===== config.mk =====
export PLATFORM = sky130hd
export DESIGN_NAME = pdc_clock_ctrl
export DESIGN_NICKNAME = d
export VERILOG_FILES = /design/src/pdc_pkg.sv /design/src/pdc_clock_ctrl.sv /design/src/pdc_post_div.sv
export SDC_FILE = /design/constraint.sdc
export NUM_CORES = 1
export LEC_CHECK = 0
export BUFFER_PORTS_ARGS = -buffer_cell sky130_fd_sc_hd__buf_2
export CAP_MARGIN = 20
export CORE_MARGIN = 2
export CORE_UTILIZATION = 50
export CTS_BUF_LIST = sky130_fd_sc_hd__clkbuf_4 sky130_fd_sc_hd__clkbuf_8 sky130_fd_sc_hd__clkbuf_16
export CTS_CLUSTER_DIAMETER = 100
export DETAILED_ROUTE_END_ITERATION = 8
export GPL_ROUTABILITY_DRIVEN = 1
export GPL_TIMING_DRIVEN = 0
export PLACE_DENSITY = 0.85
export SLEW_MARGIN = 30
export SYNTH_ARGS = -nofsm -noshare
export SYNTH_HDL_FRONTEND = slang
export SYNTH_SLANG_ARGS = --single-unit
export TNS_END_PERCENT = 5

===== constraint.sdc =====
create_clock -name aclk -period 4.05 [get_ports aclk]
set_input_delay 0.81 -clock aclk [delete_from_list [all_inputs] [get_ports aclk]]
set_output_delay 0.81 -clock aclk [all_outputs]
set_load 0.02 [all_outputs]

===== src/pdc_pkg.sv =====
/*
 * pdc_pkg: shared constants for the system clock synthesizer and divider
 * control block. Register byte addresses, field positions, reset values,
 * bus response codes and the interrupt status layout.
 * Assumes a 32-bit AXI4-Lite register bus with word-aligned registers.
 */
package pdc_pkg;

	// register byte addresses
	localparam logic [31:0] ADDR_SYS_DIV_CTRL = 32'h000009A0; // system divider control
	localparam logic [31:0] ADDR_SRC_CTRL = 32'h000009A4; // clock source and live state
	localparam logic [31:0] ADDR_SYNTH_FIRST = 32'hC3F80008; // predivider and multiplier
	localparam logic [31:0] ADDR_SYNTH_SECOND = 32'hC3F8000C; // output divider, loss enables
	localparam logic [31:0] ADDR_IRQ_STATUS = 32'hC3F80010; // sticky events, write one clears
	localparam logic [31:0] ADDR_IRQ_MASK = 32'hC3F80014; // interrupt mask

	// register index after decode
	typedef enum logic [2:0] {
		PDC_REG_NONE = 3'h0,
		PDC_REG_SYS_DIV = 3'h1,
		PDC_REG_SRC = 3'h2,
		PDC_REG_FIRST = 3'h3,
		PDC_REG_SECOND = 3'h4,
		PDC_REG_STATUS = 3'h5,
		PDC_REG_MASK = 3'h6
	} pdc_reg_idx_t;

	// system divider control fields
	localparam int SD_CAN_HALVE_BIT = 16; // can_clock_halve
	localparam int SD_BYPASS_BIT = 4; // post divider bypass
	localparam int SD_POST_SEL_LSB = 2; // post_divide_select [3:2]
	localparam logic [31:0] SD_RESET = 32'h00000000;

	// second synthesizer control fields
	localparam int S2_LOC_EN_BIT = 23; // clock_loss_detect_enable
	localparam int S2_LOL_RE_BIT = 22; // lock_loss_reset_enable
	localparam int S2_LOC_RE_BIT = 21; // clock_loss_reset_enable
	localparam int S2_LOL_IRQ_BIT = 20; // lock_loss_interrupt_enable
	localparam int S2_LOC_IRQ_BIT = 19; // clock_loss_interrupt_enable
	localparam int S2_OUT_DIV_LSB = 0; // pll_output_divider [1:0]
	localparam logic [31:0] S2_RESET = 32'h00000003;
	localparam logic [31:0] S2_WRITE_MASK = 32'h00F80003;

	// first synthesizer control fields
	localparam int S1_PREDIV_LSB = 16; // pll_input_predivider [19:16]
	localparam int S1_MULT_LSB = 0; // pll_feedback_multiplier [7:0]
	localparam logic [31:0] S1_RESET = 32'h00000008;
	localparam logic [31:0] S1_WRITE_MASK = 32'h000F00FF;

	// source control fields
	localparam int SC_SRC_SEL_BIT = 0; // 0 pll, 1 reference directly
	localparam int SC_LOCKED_BIT = 8; // live lock state, read only
	localparam int SC_CLK_LOST_BIT = 9; // live clock loss, read only
	localparam int SC_CAN_SRC_BIT = 10; // live can_clock_source_select
	localparam logic [31:0] SC_RESET = 32'h00000000;
	localparam logic [31:0] SC_WRITE_MASK = 32'h00000001;

	// interrupt status layout
	localparam int IRQ_LOCK_LOSS_BIT = 0;
	localparam int IRQ_CLOCK_LOSS_BIT = 1;
	localparam int IRQ_LOCK_GAIN_BIT = 2;
	localparam int IRQ_WIDTH = 3;
	localparam logic [2:0] IRQ_RESET = 3'h0;

	// bus responses
	localparam logic [1:0] RESP_OKAY = 2'h0;
	localparam logic [1:0] RESP_SLVERR = 2'h2;

	// accumulator width for the rate model
	localparam int ACC_W = 12;

endpackage : pdc_pkg


===== src/pdc_clock_ctrl.sv =====
/*
 * pdc_clock_ctrl: system clock synthesizer and divider control.
 * Models the synthesizer output rate as an enable stream, applies the
 * post divider or its bypass, derives the CAN clock enable, watches lock
 * and clock loss, and holds the control registers behind AXI4-Lite.
 * Assumes aclk is the reference clock; the loss and lock inputs and the
 * CAN source select come from other domains and are synchronised here.
 */
// Our own choice: the AXI4-Lite register port.
// Overview of operation
// - synth rate = ref*mult/((prediv+1)*2^(div+1))
// - second synth register, output divider resets 11
// - CAN uses system path when source bit set
// - halve bit: CAN at full or half rate
// - bypass bit skips the post divider
// - divide select 00..11 gives /2../16
// - post divider output has 50% duty
// - post divider also slows alternative sources
// - system divider register, all zero at reset

`timescale 1ns/1ns
module pdc_clock_ctrl (
	input wire logic aclk,
	input wire logic aresetn,
	// write address channel
	input wire logic [31:0] s_axi_awaddr,
	input wire logic s_axi_awvalid,
	output logic s_axi_awready,
	// write data channel
	input wire logic [31:0] s_axi_wdata,
	input wire logic [3:0] s_axi_wstrb,
	input wire logic s_axi_wvalid,
	output logic s_axi_wready,
	// write response channel
	output logic [1:0] s_axi_bresp,
	output logic s_axi_bvalid,
	input wire logic s_axi_bready,
	// read address channel
	input wire logic [31:0] s_axi_araddr,
	input wire logic s_axi_arvalid,
	output logic s_axi_arready,
	// read data channel
	output logic [31:0] s_axi_rdata,
	output logic [1:0] s_axi_rresp,
	output logic s_axi_rvalid,
	input wire logic s_axi_rready,
	// pins from the synthesizer and CAN controller
	input wire logic pll_locked_pin, // synthesizer lock indicator
	input wire logic ref_clock_lost_pin, // reference clock monitor
	input wire logic can_clock_source_select, // 1 selects bus clock
	// clock enables and status out
	output logic sys_clk_en, // system clock enable pulse
	output logic sys_clk_level, // system clock as a level
	output logic can_clk_en, // CAN controller clock enable
	output logic reset_request, // pulse toward reset control
	output logic irq // level interrupt
);
	// decode an address to a register index, used by both paths
	function automatic pdc_pkg::pdc_reg_idx_t decode_addr(input logic [31:0] addr);
		case (addr)
			pdc_pkg::ADDR_SYS_DIV_CTRL: decode_addr = pdc_pkg::PDC_REG_SYS_DIV;
			pdc_pkg::ADDR_SRC_CTRL: decode_addr = pdc_pkg::PDC_REG_SRC;
			pdc_pkg::ADDR_SYNTH_FIRST: decode_addr = pdc_pkg::PDC_REG_FIRST;
			pdc_pkg::ADDR_SYNTH_SECOND: decode_addr = pdc_pkg::PDC_REG_SECOND;
			pdc_pkg::ADDR_IRQ_STATUS: decode_addr = pdc_pkg::PDC_REG_STATUS;
			pdc_pkg::ADDR_IRQ_MASK: decode_addr = pdc_pkg::PDC_REG_MASK;
			default: decode_addr = pdc_pkg::PDC_REG_NONE;
		endcase
	endfunction : decode_addr

	// apply byte strobes, then keep only writable bits
	function automatic logic [31:0] merge_write(input logic [31:0] old_val,
		input logic [31:0] data, input logic [3:0] strb, input logic [31:0] wmask);
		logic [31:0] merged;
		merged = old_val;
		for (int i = 0; i < 4; i++) begin
			if (strb[i]) begin
				merged[8*i +: 8] = data[8*i +: 8];
			end
		end
		merge_write = (merged & wmask) | (old_val & ~wmask);
	endfunction : merge_write

	// bus side state
	logic aw_held_reg; // address taken, waiting on data
	logic w_held_reg; // data taken, waiting on address
	logic [31:0] aw_addr_reg; // captured write address
	logic [31:0] w_data_reg; // captured write data
	logic [3:0] w_strb_reg; // captured write strobes
	logic do_write; // both halves present, commit now
	pdc_pkg::pdc_reg_idx_t wr_idx; // decoded write target
	pdc_pkg::pdc_reg_idx_t rd_idx; // decoded read target

	// control registers
	logic [31:0] sys_div_reg; // system divider control
	logic [31:0] src_ctrl_reg; // source select, writable part
	logic [31:0] synth_first_reg; // predivider and multiplier
	logic [31:0] synth_second_reg; // output divider and loss enables
	logic [2:0] irq_status_reg; // sticky events
	logic [2:0] irq_mask_reg; // interrupt enables per event

	// synchronisers, first stage read only by the second
	logic locked_s1_reg, locked_s2_reg, locked_prev_reg;
	logic lost_s1_reg, lost_s2_reg, lost_prev_reg;
	logic can_src_s1_reg, can_src_s2_reg;

	// event strobes, combinational from synchronised levels
	logic lock_loss_evt;
	logic lock_gain_evt;
	logic clock_loss_evt;
	logic [2:0] irq_set;

	// rate model
	logic [pdc_pkg::ACC_W-1:0] acc_reg; // phase accumulator
	logic [pdc_pkg::ACC_W-1:0] acc_sum; // accumulator plus multiplier
	logic [pdc_pkg::ACC_W-1:0] rate_thresh; // (prediv+1) * 2^(div+1)
	logic pll_tick; // synthesizer output enable
	logic src_tick; // chosen source enable
	logic post_tick; // post divider output enable
	logic post_level; // post divider output level
	logic can_half_reg; // toggles on each system tick

	assign wr_idx = decode_addr(aw_addr_reg);
	assign rd_idx = decode_addr(s_axi_araddr);
	assign do_write = aw_held_reg && w_held_reg && !s_axi_bvalid;

	// write address channel, one write in flight at a time
	always_ff @(posedge aclk) begin
		if (!aresetn) begin
			aw_held_reg <= 1'b0;
			aw_addr_reg <= 32'h00000000;
			s_axi_awready <= 1'b0;
		end else if (s_axi_awvalid && s_axi_awready) begin
			aw_held_reg <= 1'b1;
			aw_addr_reg <= s_axi_awaddr;
			s_axi_awready <= 1'b0;
		end else if (do_write) begin
			aw_held_reg <= 1'b0;
		end else if (!aw_held_reg && !s_axi_bvalid) begin
			s_axi_awready <= 1'b1; // reopen once the response is gone
		end
	end

	// write data channel, taken independently of the address
	always_ff @(posedge aclk) begin
		if (!aresetn) begin
			w_held_reg <= 1'b0;
			w_data_reg <= 32'h00000000;
			w_strb_reg <= 4'h0;
			s_axi_wready <= 1'b0;
		end else if (s_axi_wvalid && s_axi_wready) begin
			w_held_reg <= 1'b1;
			w_data_reg <= s_axi_wdata;
			w_strb_reg <= s_axi_wstrb;
			s_axi_wready <= 1'b0;
		end else if (do_write) begin
			w_held_reg <= 1'b0;
		end else if (!w_held_reg && !s_axi_bvalid) begin
			s_axi_wready <= 1'b1;
		end
	end

	// write response, error for an unmapped address
	always_ff @(posedge aclk) begin
		if (!aresetn) begin
			s_axi_bvalid <= 1'b0;
			s_axi_bresp <= pdc_pkg::RESP_OKAY;
		end else if (do_write) begin
			s_axi_bvalid <= 1'b1;
			if (wr_idx == pdc_pkg::PDC_REG_NONE) begin
				s_axi_bresp <= pdc_pkg::RESP_SLVERR;
			end else begin
				s_axi_bresp <= pdc_pkg::RESP_OKAY;
			end
		end else if (s_axi_bready && s_axi_bvalid) begin
			s_axi_bvalid <= 1'b0;
		end
	end

	// system divider register, only three fields writable
	always_ff @(posedge aclk) begin
		if (!aresetn) begin
			sys_div_reg <= pdc_pkg::SD_RESET;
		end else if (do_write && wr_idx == pdc_pkg::PDC_REG_SYS_DIV) begin
			sys_div_reg <= merge_write(sys_div_reg, w_data_reg, w_strb_reg,
				(32'h1 << pdc_pkg::SD_CAN_HALVE_BIT) | (32'h1 << pdc_pkg::SD_BYPASS_BIT)
				| (32'h3 << pdc_pkg::SD_POST_SEL_LSB));
		end
	end

	// source select register
	always_ff @(posedge aclk) begin
		if (!aresetn) begin
			src_ctrl_reg <= pdc_pkg::SC_RESET;
		end else if (do_write && wr_idx == pdc_pkg::PDC_REG_SRC) begin
			src_ctrl_reg <= merge_write(src_ctrl_reg, w_data_reg, w_strb_reg,
				pdc_pkg::SC_WRITE_MASK);
		end
	end

	// first synthesizer register, new rate takes effect at once
	always_ff @(posedge aclk) begin
		if (!aresetn) begin
			synth_first_reg <= pdc_pkg::S1_RESET;
		end else if (do_write && wr_idx == pdc_pkg::PDC_REG_FIRST) begin
			synth_first_reg <= merge_write(synth_first_reg, w_data_reg, w_strb_reg,
				pdc_pkg::S1_WRITE_MASK);
		end
	end

	// second synthesizer register, enables all off at reset
	always_ff @(posedge aclk) begin
		if (!aresetn) begin
			synth_second_reg <= pdc_pkg::S2_RESET;
		end else if (do_write && wr_idx == pdc_pkg::PDC_REG_SECOND) begin
			synth_second_reg <= merge_write(synth_second_reg, w_data_reg, w_strb_reg,
				pdc_pkg::S2_WRITE_MASK);
		end
	end

	// interrupt mask
	always_ff @(posedge aclk) begin
		if (!aresetn) begin
			irq_mask_reg <= pdc_pkg::IRQ_RESET;
		end else if (do_write && wr_idx == pdc_pkg::PDC_REG_MASK && w_strb_reg[0]) begin
			irq_mask_reg <= w_data_reg[pdc_pkg::IRQ_WIDTH-1:0];
		end
	end

	// sticky status, a new event beats a same-cycle clear
	always_ff @(posedge aclk) begin
		if (!aresetn) begin
			irq_status_reg <= pdc_pkg::IRQ_RESET;
		end else if (do_write && wr_idx == pdc_pkg::PDC_REG_STATUS && w_strb_reg[0]) begin
			irq_status_reg <= (irq_status_reg & ~w_data_reg[pdc_pkg::IRQ_WIDTH-1:0]) | irq_set;
		end else begin
			irq_status_reg <= irq_status_reg | irq_set;
		end
	end

	// read channel, answer one cycle after the address is taken
	always_ff @(posedge aclk) begin
		if (!aresetn) begin
			s_axi_arready <= 1'b0;
			s_axi_rvalid <= 1'b0;
			s_axi_rdata <= 32'h00000000;
			s_axi_rresp <= pdc_pkg::RESP_OKAY;
		end else if (s_axi_arvalid && s_axi_arready) begin
			s_axi_arready <= 1'b0;
			s_axi_rvalid <= 1'b1;
			s_axi_rresp <= pdc_pkg::RESP_OKAY;
			case (rd_idx)
				pdc_pkg::PDC_REG_SYS_DIV: s_axi_rdata <= sys_div_reg;
				pdc_pkg::PDC_REG_SRC: begin
					// live state shows beside the writable select
					s_axi_rdata <= src_ctrl_reg
						| (32'(locked_s2_reg) << pdc_pkg::SC_LOCKED_BIT)
						| (32'(lost_s2_reg) << pdc_pkg::SC_CLK_LOST_BIT)
						| (32'(can_src_s2_reg) << pdc_pkg::SC_CAN_SRC_BIT);
				end
				pdc_pkg::PDC_REG_FIRST: s_axi_rdata <= synth_first_reg;
				pdc_pkg::PDC_REG_SECOND: s_axi_rdata <= synth_second_reg;
				pdc_pkg::PDC_REG_STATUS: s_axi_rdata <= {29'h0, irq_status_reg};
				pdc_pkg::PDC_REG_MASK: s_axi_rdata <= {29'h0, irq_mask_reg};
				default: begin
					s_axi_rdata <= 32'h00000000;
					s_axi_rresp <= pdc_pkg::RESP_SLVERR; // unmapped
				end
			endcase
		end else if (s_axi_rvalid && s_axi_rready) begin
			s_axi_rvalid <= 1'b0;
		end else if (!s_axi_rvalid) begin
			s_axi_arready <= 1'b1;
		end
	end

	// two-stage synchronisers for the pins
	always_ff @(posedge aclk) begin
		if (!aresetn) begin
			locked_s1_reg <= 1'b0;
			locked_s2_reg <= 1'b0;
			lost_s1_reg <= 1'b0;
			lost_s2_reg <= 1'b0;
			can_src_s1_reg <= 1'b0;
			can_src_s2_reg <= 1'b0;
		end else begin
			locked_s1_reg <= pll_locked_pin;
			locked_s2_reg <= locked_s1_reg;
			lost_s1_reg <= ref_clock_lost_pin;
			lost_s2_reg <= lost_s1_reg;
			can_src_s1_reg <= can_clock_source_select;
			can_src_s2_reg <= can_src_s1_reg;
		end
	end

	// previous values for edge detection, from the second stage only
	always_ff @(posedge aclk) begin
		if (!aresetn) begin
			locked_prev_reg <= 1'b0;
			lost_prev_reg <= 1'b0;
		end else begin
			locked_prev_reg <= locked_s2_reg;
			lost_prev_reg <= lost_s2_reg;
		end
	end

	// events; clock loss is only seen while its detector is enabled
	always_comb begin
		lock_loss_evt = locked_prev_reg && !locked_s2_reg;
		lock_gain_evt = !locked_prev_reg && locked_s2_reg;
		clock_loss_evt = !lost_prev_reg && lost_s2_reg
			&& synth_second_reg[pdc_pkg::S2_LOC_EN_BIT];
		irq_set = 3'h0;
		irq_set[pdc_pkg::IRQ_LOCK_LOSS_BIT] = lock_loss_evt
			&& synth_second_reg[pdc_pkg::S2_LOL_IRQ_BIT];
		irq_set[pdc_pkg::IRQ_CLOCK_LOSS_BIT] = clock_loss_evt
			&& synth_second_reg[pdc_pkg::S2_LOC_IRQ_BIT];
		irq_set[pdc_pkg::IRQ_LOCK_GAIN_BIT] = lock_gain_evt;
	end

	// reset request and interrupt line, both registered
	always_ff @(posedge aclk) begin
		if (!aresetn) begin
			reset_request <= 1'b0;
			irq <= 1'b0;
		end else begin
			reset_request <= (lock_loss_evt && synth_second_reg[pdc_pkg::S2_LOL_RE_BIT])
				|| (clock_loss_evt && synth_second_reg[pdc_pkg::S2_LOC_RE_BIT]);
			irq <= |(irq_status_reg & irq_mask_reg);
		end
	end

	// rate model: tick rate is mult over threshold of the reference
	always_comb begin
		rate_thresh = pdc_pkg::ACC_W'(({8'h0, synth_first_reg[pdc_pkg::S1_PREDIV_LSB +: 4]}
			+ 12'h001) << ({1'b0, synth_second_reg[pdc_pkg::S2_OUT_DIV_LSB +: 2]}
			+ 3'h1));
		acc_sum = acc_reg + pdc_pkg::ACC_W'(synth_first_reg[pdc_pkg::S1_MULT_LSB +: 8]);
	end

	// ratios above one saturate at a tick every cycle; aclk is the limit
	always_ff @(posedge aclk) begin
		if (!aresetn) begin
			acc_reg <= '0;
			pll_tick <= 1'b0;
		end else if (acc_sum >= rate_thresh) begin
			acc_reg <= (acc_sum - rate_thresh >= rate_thresh) ? '0 : acc_sum - rate_thresh;
			pll_tick <= 1'b1;
		end else begin
			acc_reg <= acc_sum;
			pll_tick <= 1'b0;
		end
	end

	// source before the post divider: synthesizer or reference
	assign src_tick = src_ctrl_reg[pdc_pkg::SC_SRC_SEL_BIT] ? 1'b1 : pll_tick;

	// post divider, also applied to the reference path
	pdc_post_div u_post_div (
		.aclk(aclk),
		.aresetn(aresetn),
		.tick_in(src_tick),
		.div_sel(sys_div_reg[pdc_pkg::SD_POST_SEL_LSB +: 2]),
		.tick_out(post_tick),
		.clk_level(post_level)
	);

	// bypass picks the undivided stream; level then mirrors the tick
	always_ff @(posedge aclk) begin
		if (!aresetn) begin
			sys_clk_en <= 1'b0;
			sys_clk_level <= 1'b0;
		end else if (sys_div_reg[pdc_pkg::SD_BYPASS_BIT]) begin
			sys_clk_en <= src_tick;
			sys_clk_level <= src_tick;
		end else begin
			sys_clk_en <= post_tick;
			sys_clk_level <= post_level;
		end
	end

	// CAN halving toggle, counts system ticks
	always_ff @(posedge aclk) begin
		if (!aresetn) begin
			can_half_reg <= 1'b0;
		end else if (sys_clk_en) begin
			can_half_reg <= ~can_half_reg;
		end
	end

	// CAN enable; software must set halving above the CAN limit
	always_ff @(posedge aclk) begin
		if (!aresetn) begin
			can_clk_en <= 1'b0;
		end else if (can_src_s2_reg) begin
			if (sys_div_reg[pdc_pkg::SD_CAN_HALVE_BIT]) begin
				can_clk_en <= sys_clk_en && can_half_reg;
			end else begin
				can_clk_en <= sys_clk_en;
			end
		end else begin
			can_clk_en <= 1'b1; // oscillator path runs at the reference
		end
	end

endmodule : pdc_clock_ctrl


===== src/pdc_post_div.sv =====
/*
 * pdc_post_div: post divider for the system clock enable stream.
 * Divides incoming ticks by 2, 4, 8 or 16 with a 50 percent level output.
 * Assumes tick_in is a one-cycle enable on aclk.
 */
`timescale 1ns/1ns
module pdc_post_div (
	input wire logic aclk,
	input wire logic aresetn,
	input wire logic tick_in, // undivided enable
	input wire logic [1:0] div_sel, // 00 /2 .. 11 /16
	output logic tick_out, // one pulse per divided period
	output logic clk_level // divided clock, 50 percent duty
);
	logic [3:0] half_cnt_reg; // ticks seen in this half period
	logic [3:0] half_last; // last count of a half period

	// half period is 2^sel ticks, so both halves are equal
	always_comb begin
		half_last = 4'((4'h1 << div_sel) - 4'h1);
	end

	// count ticks and flip the level at each half period
	always_ff @(posedge aclk) begin
		if (!aresetn) begin
			half_cnt_reg <= 4'h0;
			clk_level <= 1'b0;
			tick_out <= 1'b0;
		end else begin
			tick_out <= 1'b0;
			if (tick_in) begin
				if (half_cnt_reg >= half_last) begin
					// a ratio change lands cleanly here, never mid-count past the end
					half_cnt_reg <= 4'h0;
					clk_level <= ~clk_level;
					tick_out <= ~clk_level; // rising edge of the divided clock
				end else begin
					half_cnt_reg <= half_cnt_reg + 4'h1;
				end
			end
		end
	end

endmodule : pdc_post_div


; ---- Yosys cells after proc, flatten, opt, wreduce, memory -nomap -nowiden
; Cells that the tools add are included.
[totals]
reg_bits = 269
inputBits = 110
out_inout_bits = 46
elab_cells = 182
[classes]
n_addsub = 6
n_lt_le_gt_ge = 3
n_eq_ne = 24
shift = 2
mux = 43
bitwise_logic = 18
reduce_logical = 48
[op_table]
columns = cell, count
row1 = "== test 32 bit, second input constant", 8
row2 = one-hot mux 32 bit (6 select lines), 1
row3 = "== test 32 x 12 -> 1 bit, second input constant", 4
row4 = 2-to-1 mux 8 bit, 6
row5 = one-hot mux 3 bit (6 select lines), 2
row6 = bitwise OR 1 x 32 -> 32 bit, 1
row7 = bitwise OR 17 x 32 -> 32 bit, 1
row8 = bitwise OR 20 x 32 -> 32 bit, 1
row9 = bitwise OR 24 x 32 -> 32 bit, 1
row10 = bitwise OR 32 x 10 -> 32 bit, 1
row11 = bitwise OR 32 x 11 -> 32 bit, 1
row12 = bitwise OR 32 x 9 -> 32 bit, 1
row13 = logical AND 1 bit, 26
row14 = >= comparator 12 bit, 2
row15 = 2-to-1 mux 12 bit, 2
row16 = 2-to-1 mux 1 bit, 19
row17 = "== test 3 bit, second input constant", 6
row18 = 2-to-1 mux 4 bit, 4
row19 = 2-to-1 mux 5 bit, 3
row20 = adder 12 x 8 -> 12 bit, 1
row21 = "== test 3 x 2 -> 1 bit, second input constant", 4
row22 = << shifter 5 x 3 -> 12 bit, 1
row23 = subtractor 12 bit, 1
row24 = 2-to-1 mux 2 bit, 5
row25 = 21 further kinds, 42

; ---- Longest topological paths before layout
[depth]
ltp_word = 7
depth_mapped = 21

; ---- By module
; Synthesis repeated with hierarchy kept, for this count alone.
[unflattened]
hier_cells = 895
hier_area_um2 = 7359.6
[modules_own_cells]
columns = module, instances, cells_per_inst, area_per_inst_um2, seq_area_each_um2
row1 = pdc_clock_ctrl, 1, 853, 6969.2, 2742.6
row2 = pdc_post_div, 1, 42, 390.4, 120.1

; ---- Worst setup path before layout
; Ideal clock, no wire load.
[synth_timing]
path_kind = register to register
startpoint = register synth_second_reg[0]
endpoint = register acc_reg[10] (netlist name)
setup_time_ns = 0.062
arrival_ns = 4.407
t_required_ns = 3.988
setup_slack_ns = -0.419
stages_incl_launch_ff = 20
n_path_buf = 1
synth_period_minus_slack_ns = 4.469
path_cell_list = dfxtp_1 -> ha_1 -> buf_2 -> or3b_2 -> o311ai_0 -> nand2b_1 -> ha_1 -> o21ai_0 -> nand2b_1 -> a31o_2 -> a211oi_1 -> nor4_2 -> nand2b_1 -> xor2_2 -> ha_1 -> a21o_1 -> a21o_1 -> a221o_1 -> nor4_4 -> a32o_1
[synth_between]
elab_chain_len = 6
word_cells_on_any_way = 7
cone_classes = add/sub (2) / order compare (2) / shift (1) / mux (2)
[synth_rtl]
columns = element, line_no
row1 = "start, declared", pdc_clock_ctrl.sv:98  ; logic [31:0] synth_second_reg;
row2 = "start signal, assigned", pdc_clock_ctrl.sv:214  ; synth_second_reg <= pdc_pkg::S2_RESET;
row3 = "start signal, assigned", pdc_clock_ctrl.sv:216  ; synth_second_reg <= merge_write(synth_second_reg, w_data_reg, w_strb_reg,
row4 = adder 2 x 1 -> 3 bit (*), pdc_clock_ctrl.sv:337  ; + 3'h1));
row5 = << shifter 5 x 3 -> 12 bit (*), pdc_clock_ctrl.sv:335  ; rate_thresh = pdc_pkg::ACC_W'(({8'h0, synth_first_reg[pdc_pkg::S1_PREDIV_LSB +: 4]}
row6 = subtractor 12 bit, pdc_clock_ctrl.sv:347  ; acc_reg <= (acc_sum - rate_thresh >= rate_thresh) ? '0 : acc_sum - rate_thresh;
row7 = >= comparator 12 bit, pdc_clock_ctrl.sv:347
row8 = 2-to-1 mux 12 bit, pdc_clock_ctrl.sv:347
row9 = 2-to-1 mux 12 bit (*), pdc_clock_ctrl.sv:346  ; end else if (acc_sum >= rate_thresh) begin
row10 = "end signal, assigned", pdc_clock_ctrl.sv:347
row11 = "end signal, assigned", pdc_clock_ctrl.sv:350  ; acc_reg <= acc_sum;
row12 = "end, declared", pdc_clock_ctrl.sv:114  ; logic [pdc_pkg::ACC_W-1:0] acc_reg;
; Every way passes the cells marked *; elsewhere a longest branch is shown, timed or not.
; A chain may end at the register's enable or synchronous reset.

; ---- Final worst setup path
[layout_timing]
startpoint = register acc_reg[0] (netlist name)
endpoint = register acc_reg[6] (netlist name)
[layout_between]
elab_chain_len = 5
word_cells_on_any_way = 6
cone_classes = add/sub (2) / order compare (2) / mux (2)
[layout_rtl]
columns = element, line_no
row1 = adder 12 x 8 -> 12 bit (*), pdc_clock_ctrl.sv:338  ; acc_sum = acc_reg + pdc_pkg::ACC_W'(synth_first_reg[pdc_pkg::S1_MULT_LSB +: 8]);
row2 = subtractor 12 bit, pdc_clock_ctrl.sv:347
row3 = >= comparator 12 bit, pdc_clock_ctrl.sv:347
row4 = 2-to-1 mux 12 bit, pdc_clock_ctrl.sv:347
row5 = 2-to-1 mux 12 bit (*), pdc_clock_ctrl.sv:346
; Marked as above.

==> flow_summary_export.csv <==
group,metric,value,unit
grt,grt_start_max_net_pins,17,
detailed_routing,wire_per_inst,16.7,um
clock_tree,h-tree-depth,4,
outcome,violations,"negative setup slack",
detailed_routing,wl,20.7,mm
timing,maxSlewViolCount,0,
worst_setup_path,crit_arrival,4.78,ns
synthesis,synth_commonest_cells,"nand2_1 (156), dfxtp_1 (142), a21oi_1 (93)",
worst_setup_path,path_class,"reg2reg",
clock_tree,cts_root_buffer,"clkbuf_16",
synthesis,synth_async_sr_flop_share,0,%
worst_setup_path,worstSetupStartpointType,"register",
clock_tree,path_clk_slew,0.06,ns
worst_setup_path,cp-endpoint,"acc_reg[6]",
placed_design,hpwlAfterDp,14.5,mm
worst_hold_path,hold_class,"reg2reg",
synthesis,synth_area_leaders,"dfxtp_1 (39%), nand2_1 (7.9%), a21oi_1 (6.3%), ha_1 (6.1%), nor2_1 (3.7%)",
layout,drive_above_1_share,26.6,%
layout,fin_nets,1194,
layout,syn2layout_area_growth,27.1,%
grt,grt_pass1_wl,32.8,mm
worst_setup_path,crit_path_end_kind,"register",
synthesis,ys_ff_latch,142,
placed_design,routabilityCongestion,0.959,
worst_setup_path,r2r_cells,19,
layout,diodes,0,
floorplanning,core_area,14500,um^2
timing,final.min_clock_period,4.42,ns
grt,gr-total-overflow,0,
layout,largest_reg_flops,32,
pwr,p_leak,3.88,nW
timing,finalHoldViolCount,0,
detailed_routing,drt_pass1_iterations,8,
floorplanning,die_h,125,um
synthesis,synth_area_per_cell,8.47,um^2
timing,skew,0.0138,ns
worst_setup_path,r2r_start,"acc_reg[0]",
synthesis,yosys_warnings,0,
timing,rsz0062_at_grt,"true",
timing,slew_headroom,42.9,%
grt,antenna_found_initial,0,
detailed_routing,vias_per_cell,5.72,
timing,layout_setup_ws,-0.369,ns
clock_tree,cts_max_path_buffers,2,
timing,worst_slew_pin_slew,0.848,ns
outcome,status,"finished, violations left",
detailed_routing,drc,0,
placed_design,placed_area,8410,um^2
synthesis,yosysTopAreaCell,"dfxtp_1",
worst_setup_path,ff2ff_setup_slack,-0.37,ns
timing,period_share,109,%
worst_setup_path,setup.worst_path.start,"acc_reg[0]",
placed_design,io_buffers,135,
floorplanning,die_x,125,um
worst_setup_path,rr_endpoint,"acc_reg[6]",
layout,instances_no_fill,1243,
synthesis,synth_flop_cell,"dfxtp_1",
synthesis,syn_area,7380,um^2
clock_tree,cts_inserted_buffers,17,
pwr,power_density,497,nW/um^2
floorplanning,initial_core_util,51.0,%
clock_tree,clock-sinks,142,
grt,grt.total_usage,25.9,%
floorplanning,std_cell_rows,44,
worst_setup_path,crit_required,4.41,ns
layout,design_area,9380,um^2
synthesis,synth_most_common_cell,"nand2_1",
timing,tns,-3.92,ns
worst_hold_path,worst_hold_path.num_cells,1,
timing,fmax,226,MHz
worst_setup_path,cp_max_fo,4,
detailed_routing,drt_iter0_markers,571,
floorplanning,io_pins,156,
synthesis,synth_top_area_share,38.5,%
synthesis,synth_cell_types,89,
flow_run,maxCapViolations,0,
detailed_routing,vias,7108,
grt,grt_pass1_vias,6731,
pwr,power.total,4.66,mW
synthesis,postSynthCellCount,871,
timing,setup_viol,12,
detailed_routing,ant_nets,0,
clock_tree,ctsHoldBuffers,0,
clock_tree,clk_latency,0.43,ns
placed_design,place_inst,1191,
pwr,ir_drop,0.320,mV
floorplanning,dieArea,15700,um^2
synthesis,ys_seq_area_share,38.5,%
synthesis,synth-edff-count,0,
clock_tree,cts_tree,"built",
stage by stage:
stage	util [%]	hold WS (ns)	worst slack, ns
4_1_cts	64.2	0.435	-0.266
5_1_grt	64.8	0.465	-0.481
3_5_place_dp	58.1	0.423	-0.722
2_1_floorplan	-	0.409	-0.203
3_3_place_gp	58.1	0.414	-0.684
6_report	64.8	0.435	-0.369
cell usage in the layout, fill, tap and decap left out, types with 6 or more instances in the layout:
master,synthesis,final
nand2_1,156,156
dfxtp_1,142,137
buf_2,2,136
a21oi_1,93,91
nor2_1,72,69
buf_4,15,34
ha_1,36,27
clkbuf_1,26,25
nand3_1,24,24
mux2i_1,24,24
o21ai_0,24,20
inv_1,18,18
clkbuf_16,0,17
and2_1,14,14
nor2b_1,14,14
xnor2_1,15,12
nand2b_1,12,11
nor4_1,12,11
a21o_1,9,9
nand3b_1,9,9
a22oi_1,9,9
xor2_1,9,8
nor3_1,8,8
and3_1,6,6
ha_4,0,6
worst max-delay path, cell delays in order, from the launching register on:
cell,delay (ns)
dfxtp_1,0.32
ha_4,0.17
fa_2,0.38
a211oi_2,0.30
nor2_2,0.12
nor2_4,0.18
ha_4,0.23
a21o_1,0.17
a31o_4,0.23
a211oi_4,0.30
nor4_4,0.09
nand2b_4,0.16
xor2_2,0.15
ha_1,0.29
a21o_1,0.16
a21o_1,0.15
a221o_1,0.39
nor4_4,0.21
buf_2,0.21
a32o_1,0.14
metal layers:
layer | vias to the layer above | routed length (um) | part of all wire (%) | global-route usage (%)
met1 | 3317 | 8640 | 42 | 33.4
met3 | 52 | 1720 | 8.3 | 5.09
met4 | 0 | 545 | 2.6 | 9.67
met5 | - | 0 | 0 | 0
met2 | 324 | 9810 | 47 | 42.9
li1 | 3415 | - | - | -
area by class of cell:
class | count | area, um^2
clock buffers | 23 | 495
well taps | 184 | 230
multi-input cells | 658 | 4490
flip-flops and latches | 142 | 2860
plain buffers | 51 | 289
repair buffers | 156 | 835
inverters | 20 | 75.1
fillers | 1096 | 5100
clock inverters | 9 | 108
report_power, final:
| group | internal, mW | leakage [nW] | switching (mW) |
|---|---|---|---|
| clock | 0.984 | 0.296 | 0.585 |
| combinational | 0.742 | 2.43 | 0.822 |
| sequential | 1.48 | 1.16 | 0.0542 |
repair_timing:
item,4_1_cts,5_1_grt
pin swaps,23,3
gates cloned,1,0
gates resized for setup,26,12
endpoints found under the setup margin,12,12
buffers inserted,20,0
worst min-delay path by stage:
stage	end	start	slack, ns
6_report	can_src_s2_reg	can_src_s1_reg	0.44
5_1_grt	can_src_s2_reg	can_src_s1_reg	0.47
4_1_cts	can_src_s2_reg	can_src_s1_reg	0.44
3_5_place_dp	lost_s2_reg	lost_s1_reg	0.42
3_3_place_gp	lost_s2_reg	lost_s1_reg	0.41
2_1_floorplan	can_clk_en	can_src_s2_reg	0.41
kinds of logic after synthesis:
kind of cell               after synthesis  synth area share (%)
muxes                                   27                  3.71
adders and majority gates               39                  6.78
AOI/OAI and AO/OA                      192                  17.6
other                                    1                0.0508
DFF                                    142                  38.5
buffers and inverters                   72                  4.90
and+or+nand+nor                        372                  25.1
xor gates and xnor gates                26                  3.29
(Power assumes the default switching activity.)
